$ cat config.mk
export PLATFORM = sky130hd
export DESIGN_NAME = swr_supervisor
export DESIGN_NICKNAME = d
export VERILOG_FILES = /design/src/rtl/swr_pkg.sv /design/src/rtl/swr_supervisor.sv
export SDC_FILE = /design/constraint.sdc
export NUM_CORES = 1
export LEC_CHECK = 0
export BUFFER_PORTS_ARGS = -buffer_cell sky130_fd_sc_hd__buf_2
export CAP_MARGIN = 20
export CELL_PAD_IN_SITES_DETAIL_PLACEMENT = 0
export CELL_PAD_IN_SITES_GLOBAL_PLACEMENT = 1
export CORE_MARGIN = 3
export CORE_UTILIZATION = 40
export CTS_BUF_LIST = sky130_fd_sc_hd__clkbuf_4 sky130_fd_sc_hd__clkbuf_8 sky130_fd_sc_hd__clkbuf_16
export DETAILED_ROUTE_END_ITERATION = 16
export PLACE_DENSITY = 0.69
export SKIP_LAST_GASP = 1
export SLEW_MARGIN = 10
export SYNTH_ARGS = -nofsm -noshare
export SYNTH_HDL_FRONTEND = slang
export SYNTH_SLANG_ARGS = --single-unit
$ cat constraint.sdc
create_clock -name sys_clk -period 2.9 [get_ports sys_clk]
set_input_delay 0.29 -clock sys_clk [delete_from_list [all_inputs] [get_ports sys_clk]]
set_output_delay 0.29 -clock sys_clk [all_outputs]
set_load 0.005 [all_outputs]
$ cat src/rtl/swr_pkg.sv
// Shared constants and types for the supervisor watchdog reset block
package swr_pkg;

  // ----------------------------------------------------------------
  // Clock and timing figures
  // ----------------------------------------------------------------
  localparam int unsigned CLK_HZ = 40_000_000;
  localparam int unsigned WD_TIMEOUT_MS = 1600;
  localparam int unsigned RST_WIDTH_MS = 50;
  localparam int unsigned RST_WIDTH_LONG_MS = 200;
  localparam int unsigned CYC_PER_MS = CLK_HZ / 1000;
  localparam int unsigned WD_TIMEOUT_CYC = WD_TIMEOUT_MS * CYC_PER_MS;
  localparam int unsigned RST_WIDTH_CYC = RST_WIDTH_MS * CYC_PER_MS;
  localparam int unsigned RST_WIDTH_LONG_CYC = RST_WIDTH_LONG_MS * CYC_PER_MS;
  // Alternate timing source periods, counted in external ticks
  localparam int unsigned ALT_WD_TICKS = 1000;
  localparam int unsigned ALT_RST_TICKS = 100;

  // ----------------------------------------------------------------
  // Counter width and reset values
  // ----------------------------------------------------------------
  localparam int unsigned CNT_W = 32;
  localparam logic [CNT_W-1:0] CNT_ZERO = 32'h0000_0000;
  localparam logic [CNT_W-1:0] CNT_ONE = 32'h0000_0001;

  // Comparator results from the analog front end
  typedef struct packed {
    logic supply_low;
    logic pf_below;
    logic batt_supplying;
  } swr_sense_s;

  localparam swr_sense_s SENSE_RST = '{supply_low: 1'b1, pf_below: 1'b1,
                                       batt_supplying: 1'b1};

  typedef enum logic [1:0] {
    SWR_LOW,
    SWR_STRETCH,
    SWR_RUN
  } swr_phase_e;

endpackage

$ cat src/rtl/swr_supervisor.sv
// Supervisor: watchdog, power-on reset, power fail and RAM write protect
// ------------------------------------------------------------------
// What this block does
// - A missed timeout makes the block issue a reset pulse to the host.
// - A floating kick input disables the watchdog, its resets and its flag.
// - The power fail warning is low while the sensed input is below 1.3 V.
// - Reset is held low while the supply is below the reset threshold.
// - After supply recovery reset stays low 50 ms (200 ms variant).
// - Tick periods come from the timing source input when timing_source_select is low.
// - A second reset output is active high, the inverse of the first.
// - With supply good the RAM chip select passes through one clock later.
// - With supply low the RAM chip select is forced high.
// - Default timing gives a 50 ms reset pulse 1.6 s after the last kick.
// - Reset pulses repeat every 1.6 s until a new kick is seen.
// - The expired flag goes low on timeout and stays low until a kick edge.
// - Battery drive is low while supply is above battery, high otherwise.
// ------------------------------------------------------------------
`timescale 1ns/10ps
`default_nettype none
module swr_supervisor
  import swr_pkg::*;
#(
  parameter int unsigned WD_CYC = WD_TIMEOUT_CYC,
  parameter int unsigned RST_CYC = RST_WIDTH_CYC,
  parameter int unsigned RST_LONG_CYC = RST_WIDTH_LONG_CYC,
  parameter bit LONG_RESET = 1'b0
) (
  input wire logic sys_clk,
  input wire logic rst_b,
  input wire logic watchdog_kick_in,
  input wire logic watchdog_kick_float,
  input wire swr_sense_s sense_raw,
  input wire logic timing_source_select,
  input wire logic timing_source_input,
  input wire logic ram_sel_in_n,
  output logic reset_out_n,
  output logic reset_out,
  output logic watchdog_expired_n,
  output logic power_fail_warn_n,
  output logic backup_active_drive,
  output logic ram_sel_out_n
);

  // ----------------------------------------------------------------
  // Input synchronisers and edge detection
  // ----------------------------------------------------------------
  swr_sense_s sense_meta;
  swr_sense_s sense;
  logic kick_q;
  logic src_q;
  logic kick_edge;
  logic tick;
  logic wd_on;

  always_ff @(posedge sys_clk or negedge rst_b) begin
    if (!rst_b) begin
      sense_meta <= SENSE_RST;
      sense <= SENSE_RST;
    end else begin
      sense_meta <= sense_raw;
      sense <= sense_meta;
    end
  end

  // Previous levels of kick and timing source, for edge detection
  always_ff @(posedge sys_clk or negedge rst_b) begin
    if (!rst_b) begin
      kick_q <= 1'b0;
      src_q <= 1'b0;
    end else begin
      kick_q <= watchdog_kick_in;
      src_q <= timing_source_input;
    end
  end

  // both edges count as a kick
  assign kick_edge = (watchdog_kick_in ^ kick_q) & ~watchdog_kick_float;
  // floating kick input disables the watchdog
  assign wd_on = ~watchdog_kick_float;
  // rising edges of the timing source replace the system clock tick
  assign tick = timing_source_select | (timing_source_input & ~src_q);

  // Limits follow the selected timing source
  function automatic logic [CNT_W-1:0] limit(input logic internal,
                                             input int unsigned int_cyc,
                                             input int unsigned alt_tk);
    limit = internal ? int_cyc[CNT_W-1:0] : alt_tk[CNT_W-1:0];
  endfunction

  logic [CNT_W-1:0] wd_limit;
  logic [CNT_W-1:0] rst_limit;
  assign wd_limit = limit(timing_source_select, WD_CYC, ALT_WD_TICKS);
  // variant selects the long reset width under internal timing only; alternate timing always uses ALT_RST_TICKS
  assign rst_limit = limit(timing_source_select,
                           LONG_RESET ? RST_LONG_CYC : RST_CYC,
                           ALT_RST_TICKS);

  // ----------------------------------------------------------------
  // Watchdog timeout counter
  // ----------------------------------------------------------------
  logic [CNT_W-1:0] wd_cnt;
  logic wd_fire;

  // fire after a full timeout with no kick; count wraps to repeat
  assign wd_fire = wd_on & ~kick_edge & tick & ~sense.supply_low &
                   (wd_cnt >= wd_limit - CNT_ONE);

  // a kick restarts the count; supply low holds it at zero
  always_ff @(posedge sys_clk or negedge rst_b) begin
    if (!rst_b) begin
      wd_cnt <= CNT_ZERO;
    end else if (!wd_on || kick_edge || sense.supply_low || wd_fire) begin
      wd_cnt <= CNT_ZERO;
    end else if (tick) begin
      wd_cnt <= wd_cnt + CNT_ONE;
    end
  end

  // expired flag low on timeout until the next kick edge
  always_ff @(posedge sys_clk or negedge rst_b) begin
    if (!rst_b) begin
      watchdog_expired_n <= 1'b1;
    end else if (!wd_on || kick_edge) begin
      watchdog_expired_n <= 1'b1;
    end else if (wd_fire) begin
      watchdog_expired_n <= 1'b0;
    end
  end

  // ----------------------------------------------------------------
  // Reset sequencer
  // ----------------------------------------------------------------
  swr_phase_e phase;
  logic [CNT_W-1:0] rst_cnt;

  // held while supply low; timed stretch afterwards
  always_ff @(posedge sys_clk or negedge rst_b) begin
    if (!rst_b) begin
      phase <= SWR_LOW;
      rst_cnt <= CNT_ZERO;
    end else begin
      case (phase)
        SWR_LOW: begin
          rst_cnt <= CNT_ZERO;
          if (!sense.supply_low) begin
            phase <= SWR_STRETCH;
          end
        end
        SWR_STRETCH: begin
          if (sense.supply_low) begin
            phase <= SWR_LOW;
            rst_cnt <= CNT_ZERO;
          end else if (wd_fire) begin // fresh timeout, full width again
            rst_cnt <= CNT_ZERO;
          end else if (tick) begin
            if (rst_cnt >= rst_limit - CNT_ONE) begin
              phase <= SWR_RUN;
              rst_cnt <= CNT_ZERO;
            end else begin
              rst_cnt <= rst_cnt + CNT_ONE;
            end
          end
        end
        SWR_RUN: begin
          rst_cnt <= CNT_ZERO;
          if (sense.supply_low) begin
            phase <= SWR_LOW;
          end else if (wd_fire) begin
            phase <= SWR_STRETCH;
          end
        end
        default: begin
          phase <= SWR_LOW;
          rst_cnt <= CNT_ZERO;
        end
      endcase
    end
  end

  // ----------------------------------------------------------------
  // Registered outputs
  // ----------------------------------------------------------------
  logic next_reset_n;
  assign next_reset_n = (phase == SWR_RUN) & ~sense.supply_low & ~wd_fire;

  // both reset polarities from one source, never apart
  always_ff @(posedge sys_clk or negedge rst_b) begin
    if (!rst_b) begin
      reset_out_n <= 1'b0;
      reset_out <= 1'b1;
    end else begin
      reset_out_n <= next_reset_n;
      reset_out <= ~next_reset_n;
    end
  end

  // warning follows the comparator; battery drive
  always_ff @(posedge sys_clk or negedge rst_b) begin
    if (!rst_b) begin
      power_fail_warn_n <= 1'b0;
      backup_active_drive <= 1'b1;
    end else begin
      power_fail_warn_n <= ~sense.pf_below;
      backup_active_drive <= sense.batt_supplying;
    end
  end

  // chip select gated by supply; costs one cycle of latency
  always_ff @(posedge sys_clk or negedge rst_b) begin
    if (!rst_b) begin
      ram_sel_out_n <= 1'b1;
    end else begin
      ram_sel_out_n <= ram_sel_in_n | sense.supply_low;
    end
  end
endmodule
`default_nettype wire

==> metrics.md <==
| Metric | Value |
|---|---|
| Detail Placement HPWL | `6584 um` |
| Final Non-Filler Cells | `609` |
| H-Tree Depth | `3` |
| Slew HR | `56.34%` |
| Setup TNS | `0 ns` |
| Post-synth EDFFs | `0` |
| Row count | `36` |
| # setup viols final | `0` |
| Total wire length | `9433 um` |
| GR Layer Usage met3 | `5.015%` |
| PD cells | `488.5 nW/um^2` |
| Die ar. | `11,780 um^2` |
| Die H | `108.6 um` |
| Async SR Flop Fraction | `100.0%` |
| CP peak stage delay | `0.47 ns` |
| Post-synthesis cell count | `436` |
| Largest net degree at the start of global routing | `81` |
| Share of cells above drive strength 1 | `13.66%` |
| CORE AREA | `10000 um^2` |
| DRT iter0 DRCs | `136` |
| Vias | `3,301` |
| DP Cell Count | `585` |
| Distinct cells, synth | `51` |
| Synth warnings | `0` |
| Most used routing layer | `met2` |
| DRC violation count after routing | `0` |
| Initial antenna violation count | `0` |
| Sequential fraction of the synthesis area | `47.89%` |
| Vias per Instance | `5.420` |
| Slew of the pin with the lowest slew margin | `0.6499 ns` |
| CTS tree | `yes` |
| Nets | `502` |
| Fmax | `392.6 MHz` |
| Post-CTS sizing | `0` |
| Fin crit period | `2.547 ns` |
| Synthesized Nets | `467` |
| Die width | `108.6 um` |
| Max clock buf depth | `2` |
| VDD IR max | `0.0002865 V` |
| Number of fill cells in the layout | `987` |
| Worst setup SP type | `flop` |
| First-pass DRT Iterations | `7` |
| Final Power | `0.002355 W` |
| Main flop type after synthesis | `dfrtp_1` |
| Hold Crit Class | `in2reg` |
| Total Routing Usage GR | `17.67%` |
| Crit-path max FO | `8` |
| TritonCTS buffer count | `9` |
| Delay-heaviest family, CP | `compound AO/OA/AOI/OAI gates` |
| M2 GR Usage | `27.36%` |
| Final instance area | `4821 um^2` |
| Post-DP Area | `4511 um^2` |
| Slowest CP cell | `or4_1` |
| Max-Cap Viols | `0` |
| Final hold viol count | `0` |
| CTS root buffer | `clkbuf_8` |
| Max Clock Skew | `0.01082 ns` |
| Initial core utilization | `42.07%` |
| Status | `completed` |
| Clock Sinks | `80` |
| Cell chain of the critical path | `or3_1, a211o_1, a221o_1, a22oi_2, buf_4, buf_4, a211oi_1, or4_1` |
| FF/Latch Area | `2014 um^2` |
| RePlAce Congestion | `0.7736` |
| Vias in the first global route | `3,215` |
| Critical path type | `reg2reg` |
| Global-route wire length before repair | `16,180 um` |
| Post-Syn Area | `4207 um^2` |
| Io pins | `16` |
| CP Buf/Inv Count | `2` |
| Crit share post-route | `87.83%` |
| Yosys reg bits | `80` |
| Area delta synth->final | `14.60%` |
| Worst-path clk slew | `0.09 ns` |
| Wire per inst | `15.49 um` |
| Post-layout util | `48.21%` |
| Port Buffers | `15` |
| Met1 Usage GRT | `24.46%` |
| Req. time, crit path | `3.15 ns` |
| Area of the multi-input gates | `2112 um^2` |
| Cell mode on critical path | `buf_4` |
| Pleak | `2.044 nW` |
| Crit path DAT | `2.79 ns` |
| Worst skew pair latency | `0.37 ns` |
| Total grt overflow | `0` |
| Max Slew Vio Count | `0` |
| Final antenna diode count | `0` |
| ANT nets after route | `0` |
| Crit end category | `flop` |
| RSZ-0062 raised after global routing | `false` |
| Syn Area/Cell | `9.648 um^2` |
[synthesized netlist by cell type (2+ instances only)]
library cell / n / share of area (%)
a21oi_1: 15 / 1.8
xnor2_1: 22 / 4.6
ha_1: 21 / 6.2
a211o_1: 2 / 0.42
nor3b_1: 3 / 0.54
nor4_1: 11 / 1.6
and2_1: 6 / 0.89
buf_2: 4 / 0.48
a31oi_1: 8 / 1.2
dfrtp_1: 70 / 42
nor2_1: 63 / 5.6
xor2_1: 16 / 3.3
and3_1: 17 / 2.5
nand2_1: 42 / 3.7
a211oi_1: 3 / 0.54
and4_1: 4 / 0.83
nand3_1: 18 / 2.1
o211ai_1: 5 / 0.89
nand4_1: 13 / 1.9
nand2b_1: 2 / 0.30
clkbuf_1: 7 / 0.62
o21ai_0: 12 / 1.4
or4_1: 4 / 0.71
o41ai_1: 2 / 0.42
o31ai_1: 4 / 0.71
nor3_1: 15 / 1.8
inv_1: 10 / 0.89
dfstp_2: 10 / 6.2
or3_1: 5 / 0.74
[repair_timing]
action                                  in CTS  in global routing
buffers inserted                             0                  3
endpoints found under the setup margin       0                  1
hold buffers                                 3                  1
endpoints found under the hold margin        3                 30
[cells in the final DEF (no fill, tap or decap), drive strengths merged, types with 11 or more instances in the layout]
master,netlist,routed
nor2,63,63
and3,17,17
o21ai,13,13
ha,21,21
a21oi,16,16
xnor2,22,22
dfrtp,70,70
nor3,15,15
buf,4,31
nand2,42,42
nand3,18,18
nand4,13,13
nor4,11,11
xor2,16,16
[flip-flops by register name, indices dropped and copies added (netlist names)]
signal,flops
phase,2
rst_cnt,32
reset_out,1
reset_out_n,1
power_fail_warn_n,1
ram_sel_out_n,1
sense_meta,3
backup_active_drive,1
src_q,1
watchdog_expired_n,1
kick_q,1
sense,3
wd_cnt,32
[metrics by stage]
step	hold slack, ns	setup slack (ns)
floorplan	-0.005591	0.3678
CTS	0.02525	0.1905
finish	0.04901	0.3530
detailed placement	0.3468	0.05889
global route	0.02639	0.2527
global placement	0.3454	0.1413
[final cells by class]
type | instances | share of cell area (%)
flip-flops and latches | 80 | 41.79
well taps | 133 | 3.452
clock inverters | 6 | 1.713
clock buffers | 10 | 2.855
multi-input cells | 335 | 43.81
inverters | 10 | 0.7786
repair buffers | 35 | 5.606
[report_power, final]
part | internal [W] | total, W | switching (W)
combinational | 0.0000970 | 0.000263 | 0.000166
clock | 0.000503 | 0.000918 | 0.000414
sequential | 0.00115 | 0.00117 | 0.0000242
[routing by layer]
| layer | wire length, um | part of all wire [%] | vias to the layer above |
|---|---|---|---|
| li1 | - | - | 1637 |
| met1 | 4554 | 48 | 1605 |
| met2 | 4467 | 47 | 50 |
| met3 | 315 | 3.3 | 9 |
| met4 | 97 | 1.0 | 0 |
| met5 | 0 | 0 | - |
[cells by family (layout without fill, tap and decap cells)]
logic type,after synthesis,after routing,synth area share (%)
DFF,80,80,47.89
buffers and inverters,21,61,1.993
muxes,1,1,0.2380
and+or+nand+nor,210,210,24.81
adders and majority gates,21,21,6.246
AOI/OAI and AO/OA,65,65,10.92
xor gates and xnor gates,38,38,7.912
[path summary, 6_finish.rpt]
path	from	endpoint	slack, ns	cells after the start
min in group asynchronous	rst_b	rst_cnt[27]	0.40	2
min reg2reg	sense_meta[1]	sense[1]	0.36	0
max reg2reg	wd_cnt[12]	phase[0]	0.35	8
max in group asynchronous	rst_b	watchdog_expired_n	1.86	3
max	wd_cnt[12]	phase[0]	0.35	8
min	timing_source_input	src_q	0.05	1
Note: power is estimated with default switching activity, not from simulation.
